<file path="src/hdl/ars_regs.vh">
`ifndef ARS_REGS_VH
`define ARS_REGS_VH
// ----------------------------------------------------------------------
// Sequencer states, one-hot.
// ----------------------------------------------------------------------
`define ARS_ST_IDLE 5'h01
`define ARS_ST_WAKE 5'h02
`define ARS_ST_SAMP 5'h04
`define ARS_ST_CONV 5'h08
`define ARS_ST_DONE 5'h10
// ----------------------------------------------------------------------
// Data reduction modes.
// ----------------------------------------------------------------------
`define ARS_RED_NONE 2'h0
`define ARS_RED_LIM  2'h1
`define ARS_RED_ACC  2'h2
// ----------------------------------------------------------------------
// Request source numbers, also the tie-break order.
// ----------------------------------------------------------------------
`define ARS_SRC_PAR 2'h0
`define ARS_SRC_Q   2'h1
`define ARS_SRC_INS 2'h2
`define ARS_SRC_NO  2'h3
// ----------------------------------------------------------------------
// Trigger selection and timing.
// ----------------------------------------------------------------------
`define ARS_TSEL_EXT  3'h4
`define ARS_BIT_MSB   4'h9
`define ARS_BIT_LSB8  4'h2
`define ARS_PWRUP_NS  20
`define ARS_CLK_NS    5
`endif

</file>
<file path="src/hdl/ars_dummy_unused.v">
`timescale 1ns/1ps
`default_nettype none
`default_nettype wire

</file>
<file path="src/hdl/ars_sequencer.v">
// Function
// - Results are 10 bits by default; an 8-bit mode ends conversion early.
// - Converter selects 16 inputs through its channel select.
// - Sampling and conversion phase lengths come from programmable cycle counts.
// - Two converters can start sampling together on the same clock edge.
// - External multiplexer select advances with each conversion when enabled.
// - Unused channel pins stay readable as digital inputs.
// - Parallel requests pend together and convert in ascending channel order.
// - Queued requests convert in the order software pushed them.
// - One inserted conversion runs between sequence steps, losing nothing.
// - The arbiter grants the pending source with the highest priority.
// - Parallel source starts by software, internal events or external trigger.
// - Results can be limit-checked or accumulated before being reported.
// - Eight result registers, optionally chained as a result FIFO.
// - Wait-for-read holds a conversion until its unread target is read.
// - Selectable result and limit event requests pulse for software or transfer.
// - Per-pin disable bits cut each pin from its digital input stage.
// - Auto power-down switches the converter off when idle with no request pending.
// - Per-channel broken-wire precharge and a multiplexer test mode.
`timescale 1ns/1ps
`include "ars_regs.vh"
`default_nettype none
module ars_sequencer #(
    parameter NCH = 16,
    parameter CW  = 4,
    parameter QD  = 4,
    parameter QAW = 2
) (
    input  wire            i_clock,
    input  wire            i_srst,
    input  wire            i_ce,
    input  wire            i_cmp,
    output reg  [9:0]      o_dac,
    output wire            o_sample,
    output reg  [CW-1:0]   o_ch_sel,
    output wire            o_precharge,
    output wire            o_mux_test,
    output wire            o_pwr_on,
    output wire            o_busy,
    input  wire            i_res8,
    input  wire [7:0]      i_stc,
    input  wire [7:0]      i_ctc,
    input  wire            i_sync_slave,
    input  wire            i_sync_go,
    output wire            o_sync_go,
    input  wire            i_emux_en,
    output reg  [2:0]      o_emux_sel,
    input  wire [NCH-1:0]  i_din_pins,
    input  wire [NCH-1:0]  i_din_dis,
    output reg  [NCH-1:0]  o_din,
    input  wire [NCH-1:0]  i_par_mask,
    input  wire            i_par_sw,
    input  wire [2:0]      i_par_tsel,
    input  wire [3:0]      i_trig_int,
    input  wire            i_trig_ext,
    input  wire [1:0]      i_par_prio,
    input  wire            i_q_valid,
    input  wire [CW-1:0]   i_q_chan,
    output wire            o_q_ready,
    input  wire [1:0]      i_q_prio,
    input  wire            i_ins_valid,
    input  wire [CW-1:0]   i_ins_chan,
    output wire            o_ins_ready,
    input  wire [1:0]      i_ins_prio,
    input  wire            i_fifo_en,
    input  wire [7:0]      i_wfr,
    input  wire            i_rd,
    input  wire [2:0]      i_rd_idx,
    output reg  [11:0]     o_rd_data,
    output reg  [CW-1:0]   o_rd_chan,
    output reg  [7:0]      o_res_valid,
    input  wire [1:0]      i_red_mode,
    input  wire [9:0]      i_lim_lo,
    input  wire [9:0]      i_lim_hi,
    input  wire [1:0]      i_acc_num,
    input  wire            i_apd_en,
    input  wire [NCH-1:0]  i_bwd_en,
    input  wire            i_mux_test,
    input  wire [1:0]      i_evt_en,
    output reg             o_res_evt,
    output reg             o_lim_evt
);
    // Power-up wait rounded up to whole cycles.
    localparam [7:0] PWRUP_CYC = (`ARS_PWRUP_NS + `ARS_CLK_NS - 1) / `ARS_CLK_NS;

    // ------------------------------------------------------------------
    // Helpers
    // ------------------------------------------------------------------
    // Lowest set bit wins, which fixes the parallel conversion order.
    function [CW-1:0] low_bit;
        input [NCH-1:0] v;
        integer k;
        begin
            low_bit = {CW{1'b0}};
            for (k = NCH - 1; k >= 0; k = k - 1) begin
                if (v[k]) begin
                    low_bit = k[CW-1:0];
                end
            end
        end
    endfunction

    // ------------------------------------------------------------------
    // State
    // ------------------------------------------------------------------
    reg  [4:0]     st_q;
    reg  [7:0]     cnt_q;
    reg  [3:0]     bit_q;
    reg  [1:0]     src_q;
    reg            pwr_q;
    reg  [NCH-1:0] pend_q;
    reg  [CW-1:0]  qmem [0:QD-1];
    reg  [QAW-1:0] qwp_q;
    reg  [QAW-1:0] qrp_q;
    reg  [QAW:0]   qcnt_q;
    reg            ins_v_q;
    reg  [CW-1:0]  ins_ch_q;
    reg  [11:0]    res_mem [0:7];
    reg  [CW-1:0]  chn_mem [0:7];
    reg  [2:0]     wp_q;
    reg  [2:0]     rp_q;
    reg  [11:0]    acc_q;
    reg  [1:0]     acc_n_q;
    reg            cmp_m_q;
    reg            cmp_s_q;
    reg            ext_m_q;
    reg            ext_s_q;
    reg            ext_p_q;
    reg  [NCH-1:0] din_m_q;

    // ------------------------------------------------------------------
    // Trigger, arbitration and start condition
    // ------------------------------------------------------------------
    wire       ext_edge = ext_s_q & ~ext_p_q;
    wire       par_trig = i_par_sw |
                          ((i_par_tsel == `ARS_TSEL_EXT) & ext_edge) |
                          (~i_par_tsel[2] & i_trig_int[i_par_tsel[1:0]]);
    wire       q_push   = i_q_valid & o_q_ready;
    wire       ins_push = i_ins_valid & o_ins_ready;
    wire       par_req  = |pend_q;
    wire       q_req    = (qcnt_q != {(QAW+1){1'b0}});
    reg  [1:0] win;
    reg  [1:0] win_p;
    reg  [CW-1:0] win_ch;

    // Highest priority wins; strict compares keep ties on the lower source.
    always @* begin
        win   = `ARS_SRC_NO;
        win_p = 2'h0;
        if (par_req) begin
            win   = `ARS_SRC_PAR;
            win_p = i_par_prio;
        end
        if (q_req && (win == `ARS_SRC_NO || i_q_prio > win_p)) begin
            win   = `ARS_SRC_Q;
            win_p = i_q_prio;
        end
        if (ins_v_q && (win == `ARS_SRC_NO || i_ins_prio > win_p)) begin
            win   = `ARS_SRC_INS;
            win_p = i_ins_prio;
        end
        case (win)
            `ARS_SRC_PAR: win_ch = low_bit(pend_q);
            `ARS_SRC_Q:   win_ch = qmem[qrp_q];
            `ARS_SRC_INS: win_ch = ins_ch_q;
            default:      win_ch = {CW{1'b0}};
        endcase
    end

    // A start is held off while the target result is unread under wait-for-read.
    wire [2:0] tgt     = i_fifo_en ? wp_q : win_ch[2:0];
    wire       blocked = i_wfr[tgt] & o_res_valid[tgt];
    wire       req     = (win != `ARS_SRC_NO);
    wire       go_ok   = req & ~blocked & pwr_q & (st_q == `ARS_ST_IDLE);
    wire       start   = go_ok & (~i_sync_slave | i_sync_go);
    assign o_sync_go   = start;
    assign o_q_ready   = (qcnt_q != QD);
    assign o_ins_ready = ~ins_v_q;
    assign o_sample    = (st_q == `ARS_ST_SAMP);
    assign o_busy      = (st_q != `ARS_ST_IDLE);
    assign o_pwr_on    = pwr_q;
    // Broken-wire check precharges the input during the first sampling cycle.
    assign o_precharge = o_sample & i_bwd_en[o_ch_sel] & (cnt_q == 8'h00);
    assign o_mux_test  = i_mux_test & o_busy;

    // ------------------------------------------------------------------
    // Pin synchronisers
    // ------------------------------------------------------------------
    // Comparator, trigger and port pins are asynchronous; two stages each.
    always @(posedge i_clock) begin
        if (i_srst) begin
            cmp_m_q <= 1'b0;
            cmp_s_q <= 1'b0;
            ext_m_q <= 1'b0;
            ext_s_q <= 1'b0;
            ext_p_q <= 1'b0;
            din_m_q <= {NCH{1'b0}};
            o_din   <= {NCH{1'b0}};
        end else if (i_ce) begin
            cmp_m_q <= i_cmp;
            cmp_s_q <= cmp_m_q;
            ext_m_q <= i_trig_ext;
            ext_s_q <= ext_m_q;
            ext_p_q <= ext_s_q;
            din_m_q <= i_din_pins;
            o_din   <= din_m_q & ~i_din_dis;
        end
    end

    // ------------------------------------------------------------------
    // Request sources
    // ------------------------------------------------------------------
    // Pending bits set wins over the clear of the channel being started.
    always @(posedge i_clock) begin
        if (i_srst) begin
            pend_q   <= {NCH{1'b0}};
            qwp_q    <= {QAW{1'b0}};
            qrp_q    <= {QAW{1'b0}};
            qcnt_q   <= {(QAW+1){1'b0}};
            ins_v_q  <= 1'b0;
            ins_ch_q <= {CW{1'b0}};
        end else if (i_ce) begin
            pend_q <= (pend_q & ~((start && win == `ARS_SRC_PAR) ?
                      ({{(NCH-1){1'b0}}, 1'b1} << win_ch) : {NCH{1'b0}})) |
                      (par_trig ? i_par_mask : {NCH{1'b0}});
            if (q_push) begin
                qmem[qwp_q] <= i_q_chan;
                qwp_q       <= qwp_q + 1'b1;
            end
            if (start && win == `ARS_SRC_Q) begin
                qrp_q <= qrp_q + 1'b1;
            end
            qcnt_q <= qcnt_q + {{QAW{1'b0}}, q_push} -
                      {{QAW{1'b0}}, (start && win == `ARS_SRC_Q)};
            // Other sources keep their state while the insert converts.
            if (ins_push) begin
                ins_v_q  <= 1'b1;
                ins_ch_q <= i_ins_chan;
            end else if (start && win == `ARS_SRC_INS) begin
                ins_v_q <= 1'b0;
            end
        end
    end

    // ------------------------------------------------------------------
    // Converter sequencing
    // ------------------------------------------------------------------
    // The comparator is sampled after the synchroniser, so each step needs
    // a conversion count of at least two to see a settled decision.
    always @(posedge i_clock) begin
        if (i_srst) begin
            st_q       <= `ARS_ST_IDLE;
            cnt_q      <= 8'h00;
            bit_q      <= `ARS_BIT_MSB;
            src_q      <= `ARS_SRC_NO;
            pwr_q      <= 1'b0;
            o_dac      <= 10'h000;
            o_ch_sel   <= {CW{1'b0}};
            o_emux_sel <= 3'h0;
        end else if (i_ce) begin
            case (st_q)
                `ARS_ST_IDLE: begin
                    if (!i_apd_en) begin
                        pwr_q <= 1'b1;
                    end else if (!req) begin
                        pwr_q <= 1'b0;
                    end
                    if (req && !pwr_q) begin
                        st_q  <= `ARS_ST_WAKE;
                        pwr_q <= 1'b1;
                        cnt_q <= 8'h00;
                    end else if (start) begin
                        st_q     <= `ARS_ST_SAMP;
                        src_q    <= win;
                        o_ch_sel <= win_ch;
                        cnt_q    <= 8'h00;
                    end
                end
                `ARS_ST_WAKE: begin
                    cnt_q <= cnt_q + 8'h01;
                    if (cnt_q == PWRUP_CYC - 8'h01) begin
                        st_q <= `ARS_ST_IDLE;
                    end
                end
                `ARS_ST_SAMP: begin
                    cnt_q <= cnt_q + 8'h01;
                    if (cnt_q >= i_stc) begin
                        st_q  <= `ARS_ST_CONV;
                        cnt_q <= 8'h00;
                        bit_q <= `ARS_BIT_MSB;
                        o_dac <= 10'h200;
                    end
                end
                `ARS_ST_CONV: begin
                    cnt_q <= cnt_q + 8'h01;
                    if (cnt_q >= i_ctc) begin
                        cnt_q <= 8'h00;
                        o_dac <= (cmp_s_q ? o_dac : (o_dac & ~(10'h001 << bit_q))) |
                                 ((bit_q != 4'h0) ? (10'h001 << (bit_q - 4'h1)) : 10'h000);
                        if (bit_q == (i_res8 ? `ARS_BIT_LSB8 : 4'h0)) begin
                            st_q  <= `ARS_ST_DONE;
                            o_dac <= cmp_s_q ? o_dac : (o_dac & ~(10'h001 << bit_q));
                        end else begin
                            bit_q <= bit_q - 4'h1;
                        end
                    end
                end
                `ARS_ST_DONE: begin
                    st_q <= `ARS_ST_IDLE;
                    if (i_emux_en) begin
                        o_emux_sel <= o_emux_sel + 3'h1;
                    end else begin
                        o_emux_sel <= 3'h0;
                    end
                end
                default: begin
                    st_q <= `ARS_ST_IDLE;
                end
            endcase
        end
    end

    // ------------------------------------------------------------------
    // Result handling
    // ------------------------------------------------------------------
    wire [9:0]  raw     = i_res8 ? {2'h0, o_dac[9:2]} : o_dac;
    wire        done    = (st_q == `ARS_ST_DONE);
    wire        outside = (raw < i_lim_lo) | (raw > i_lim_hi);
    wire [11:0] acc_sum = acc_q + {2'h0, raw};
    wire        acc_end = (acc_n_q == i_acc_num);
    wire        store   = done & ((i_red_mode == `ARS_RED_NONE) |
                          ((i_red_mode == `ARS_RED_LIM) & outside) |
                          ((i_red_mode == `ARS_RED_ACC) & acc_end));
    wire [11:0] sval    = (i_red_mode == `ARS_RED_ACC) ? acc_sum : {2'h0, raw};
    wire [2:0]  sidx    = i_fifo_en ? wp_q : o_ch_sel[2:0];
    wire [2:0]  ridx    = i_fifo_en ? rp_q : i_rd_idx;
    wire        rd_ok   = i_rd & (~i_fifo_en | o_res_valid[rp_q]);
    reg  [7:0]  vset;
    reg  [7:0]  vclr;

    // Valid flags: a store in the read cycle keeps the flag set.
    always @* begin
        vset = 8'h00;
        vclr = 8'h00;
        if (store) begin
            vset[sidx] = 1'b1;
        end
        if (rd_ok) begin
            vclr[ridx] = 1'b1;
        end
    end

    // Store, read and event pulses; FIFO pointers wrap over eight entries.
    always @(posedge i_clock) begin
        if (i_srst) begin
            o_res_valid <= 8'h00;
            o_rd_data   <= 12'h000;
            o_rd_chan   <= {CW{1'b0}};
            wp_q        <= 3'h0;
            rp_q        <= 3'h0;
            acc_q       <= 12'h000;
            acc_n_q     <= 2'h0;
            o_res_evt   <= 1'b0;
            o_lim_evt   <= 1'b0;
        end else if (i_ce) begin
            o_res_valid <= (o_res_valid & ~vclr) | vset;
            o_res_evt   <= store & i_evt_en[0];
            o_lim_evt   <= done & (i_red_mode == `ARS_RED_LIM) &
                           outside & i_evt_en[1];
            if (store) begin
                res_mem[sidx] <= sval;
                chn_mem[sidx] <= o_ch_sel;
                if (i_fifo_en) begin
                    wp_q <= wp_q + 3'h1;
                end
            end
            if (rd_ok) begin
                o_rd_data <= res_mem[ridx];
                o_rd_chan <= chn_mem[ridx];
                if (i_fifo_en) begin
                    rp_q <= rp_q + 3'h1;
                end
            end
            if (done && i_red_mode == `ARS_RED_ACC) begin
                acc_q   <= acc_end ? 12'h000 : acc_sum;
                acc_n_q <= acc_end ? 2'h0 : acc_n_q + 2'h1;
            end
        end
    end
endmodule
`default_nettype wire

</file>
<file path="config.mk">
export PLATFORM = sky130hd
export DESIGN_NAME = ars_sequencer
export DESIGN_NICKNAME = d
export VERILOG_FILES = /design/src/hdl/ars_dummy_unused.v /design/src/hdl/ars_sequencer.v
export VERILOG_INCLUDE_DIRS = /design/src /design/src/hdl
export SDC_FILE = /design/constraint.sdc
export NUM_CORES = 1
export LEC_CHECK = 0
export BUFFER_PORTS_ARGS = -buffer_cell sky130_fd_sc_hd__buf_2
export CAP_MARGIN = 5
export CORE_UTILIZATION = 55
export DETAILED_ROUTE_END_ITERATION = 12
export PLACE_DENSITY = 0.78
export SLEW_MARGIN = 20
export SYNTH_ARGS = -nofsm -noshare
export SYNTH_HDL_FRONTEND = slang
export SYNTH_SLANG_ARGS = --single-unit
export TNS_END_PERCENT = 10
</file>
<file path="constraint.sdc">
create_clock -name i_clock -period 8 [get_ports i_clock]
set_clock_uncertainty 0.15 [all_clocks]
set_input_delay 1.2 -clock i_clock [delete_from_list [all_inputs] [get_ports i_clock]]
set_output_delay 1.2 -clock i_clock [all_outputs]
set_load 0.02 [all_outputs]
</file>
==> out/metrics.yaml <==
timing:
  setup-violations-final: 0
  layout_setup_ws_ns: 0.611
  relSlewSlack_pct: 21.7
  rsz0062_at_grt: "false"
  period_needed_ns: 7.39
  maxSlewViolCount: 0
  clock.fmax_mhz: 135
  finalHoldViolCount: 0
  finalSetupTns_ns: 0
  worst_pin_slew_ns: 1.17
  holdWs_ns: 0.309
  period_share_pct: 92.4
global_route:
  gr-usage-all-layers_pct: 27.8
  antenna_found_initial: 1
  overflow: 0
  grt_max_degree: 73
  grt_pass1_vias: 11200
  grt_pass1_wl_mm: 57.7
layout:
  final_cell_area_um2: 16500
  fin_util_pct: 65.4
  final_cells: 1900
  areaGrowthSynthToFinish_pct: 16.6
  drive_gt1_share_pct: 20.9
  multi_input_area_um2: 6410
  nets: 1768
  seq_area_um2: 7290
  fill_cells: 1987
  antenna_cells: 0
synth:
  synthMuxAreaShare_pct: 6.40
  syn-cell-area_um2: 14100
  yosysTopAreaCell: "edfxtp_1"
  yosysSeqAreaShare_pct: 51.6
  synth_nets: 1569
  yosys-top-cells-area: "edfxtp_1 31%, dfxtp_1 21%, ha_1 5.8%, nor2_1 4.8%, nand2_1 3.1%"
  synth-simple-area-share_pct: 15.0
  async_flop_share_pct: 0
  synth-main-ff-cell: "dfxtp_1"
  synth-xor-area-share_pct: 1.36
  synth.top_cell.area_share_pct: 30.6
  postSynthCellCount: 1347
  synth_compound_area_share_pct: 16.2
  synth_fa_ha_area_share_pct: 6.13
  netlist-cell-type-count: 69
  syn_avg_cell_area_um2: 10.5
  ys_ff_latch: 292
  synth_top_family_by_area: "compound AO/OA/AOI/OAI gates"
  yosysWarnings: 0
  synth_edf_count: 144
clock_network:
  cts_tree: "done"
  postCtsResizedCells: 0
  clk-insertion-delay-late_ns: 0.56
  cts.reportedPaths.clkPinSlew_ns: 0.06
  postCtsHoldBufs: 0
  cts_max_level: 1
  cts_buffers: 30
  postCtsSetupBuffers: 0
  clockBufferDepth: 3
  cts_sinks: 292
  cts_root_buf: "clkbuf_16"
detailed_routing:
  drt-wirelength-per-cell_um: 19.3
  drt_first_pass_iters: 7
  wl_mm: 36.8
  drc: 0
  drtAntennaViolNets: 0
  dr.first_iter.drc_count: 951
  viasPerCell: 6.00
  routed-via-count: 11400
floorplan:
  start_util_pct: 56.1
  dieHeight_um: 162
  chipWidth_um: 162
  core-area_um2: 25200
  ios: 221
  die_area_um2: 26300
  num_rows: 58
placement:
  hpwl_mm: 25.0
  gp_congestion: 0.851
  io_buffers: 220
  dp_slack_ns: 1.02
  dp_cells: 1844
  dpl_cell_area_um2: 15500
critical_path:
  crit_fanout: 9
  crit_type: "flip-flop to primary output"
  rrSetupSlack_ns: 1.01
  crit_chain: "nor4_2, nand4_4, nand2_1, ha_1, nor2b_1, o21ai_1, a21oi_1, nor2_1, a21oi_1, ha_1, nor2b_1, o211ai_1, o211ai_1, nor4_1, a221oi_1, mux2i_1, mux4_2, nand2b_1, inv_1, buf_2"
  crit_path_end_kind: "primary output"
  critPathMaxStageDelay_ns: 0.61
  r2r-start: "pend_q[12]"
  crit_end: "o_sync_go"
  critical_path.startpoint: "pend_q[12]"
  rr_worst_depth: 28
  cp-start-kind: "flip-flop"
  cp_slowest_cell: "mux4_2"
  crit_required_ns: 6.65
  crit_arrival_ns: 6.04
  worstReg2RegEnd: "qcnt_q[2]"
power:
  p_per_area_nw_per_um2: 204
  peakVddDrop_uv: 184
  total_power_mw: 3.37
  power.leakage_nw: 6.69
run_status:
  status: "finished clean"
flow_run:
  drv_cap: 0
min_path:
  hp-class: "flip-flop to flip-flop"
## per-layer routing
layer	vias up	global-route usage (%)	share of wire [%]
li1	5390	-	-
met1	5414	36.3	42
met2	536	46.7	47
met3	58	6.18	9.4
met4	0	6.99	1.8
met5	-	0	0
## where the power goes
| part | internal [mW] | switching, mW |
|---|---|---|
| logic | 0.148 | 0.229 |
| clock network | 0.758 | 0.604 |
| registers | 1.59 | 0.0328 |
## worst max-delay path: cells and delay by family, from the launching register on
family                   cells  cell delay (ns)
AND/OR/NAND/NOR              8             2.02
AO/OA/AOI/OAI                6             1.36
buffers and inverters        2             0.24
flip-flops                   1             0.36
multiplexers                 2             0.95
adder cells (fa/ha/maj)      2             0.55
## cells by family after synthesis
group	Yosys count
muxes	71
adders and majority gates	68
AOI/OAI and AO/OA	320
xor gates and xnor gates	22
DFF	292
buffers and inverters	124
and+or+nand+nor	450
## layout make-up
cell class | instances | area share [%]
clock inverters | 23 | 1.19
well taps | 330 | 2.51
repair buffers | 227 | 7.02
multi-input cells | 931 | 38.9
flip-flops and latches | 292 | 44.3
clock buffers | 33 | 4.63
inverters | 64 | 1.46
## cell usage in the layout, fill, tap and decap left out, types with 25 or more instances in the layout
cell / count
a21oi_1: 84
a221oi_1: 31
a22o_1: 25
a22oi_1: 25
buf_2: 219
clkbuf_16: 30
dfxtp_1: 148
edfxtp_1: 144
ha_1: 66
inv_1: 64
mux2i_1: 41
nand2_1: 117
nor2_1: 172
nor3_1: 28
o21ai_0: 31
## worst min-delay path by stage
stage	slack, ns	depth (start not counted)	to	startpoint
CTS	0.31	2	acc_q[0]	acc_q[0]
detailed placement	0.30	2	acc_q[0]	acc_q[0]
floorplan	0.29	2	acc_q[0]	acc_q[0]
global route	0.33	2	acc_q[2]	acc_q[2]
global placement	0.30	2	acc_q[0]	acc_q[0]
finish	0.31	2	acc_q[0]	acc_q[0]
## state kept, by name (all words and copies together), names as in the netlist, 5 cells and up, named ones only
| signal | flops |
|---|---|
| res_mem | 96 |
| chn_mem | 32 |
| din_m_q | 16 |
| o_din | 16 |
| pend_q | 16 |
| qmem | 16 |
| acc_q | 12 |
| o_rd_data | 12 |
| o_dac | 10 |
| cnt_q | 8 |
| o_res_valid | 8 |
| st_q | 5 |
## Yosys cell counts (10+ instances only)
master    number
a21oi_1       85
a22o_1        25
mux4_2        14
nand3_1       22
xnor2_1       16
or3_1         10
nor3_1        28
a211oi_1      12
a21o_1        13
clkbuf_1      52
ha_1          66
mux2_2        13
nor2b_1       15
nor2_1       181
and2_1        16
o21ai_0       33
a221oi_1      31
mux2i_1       42
dfxtp_1      148
nand2_1      117
inv_1         64
a311oi_1      24
a22oi_1       25
edfxtp_1     144
Note: power is estimated with default switching activity, not from simulation.
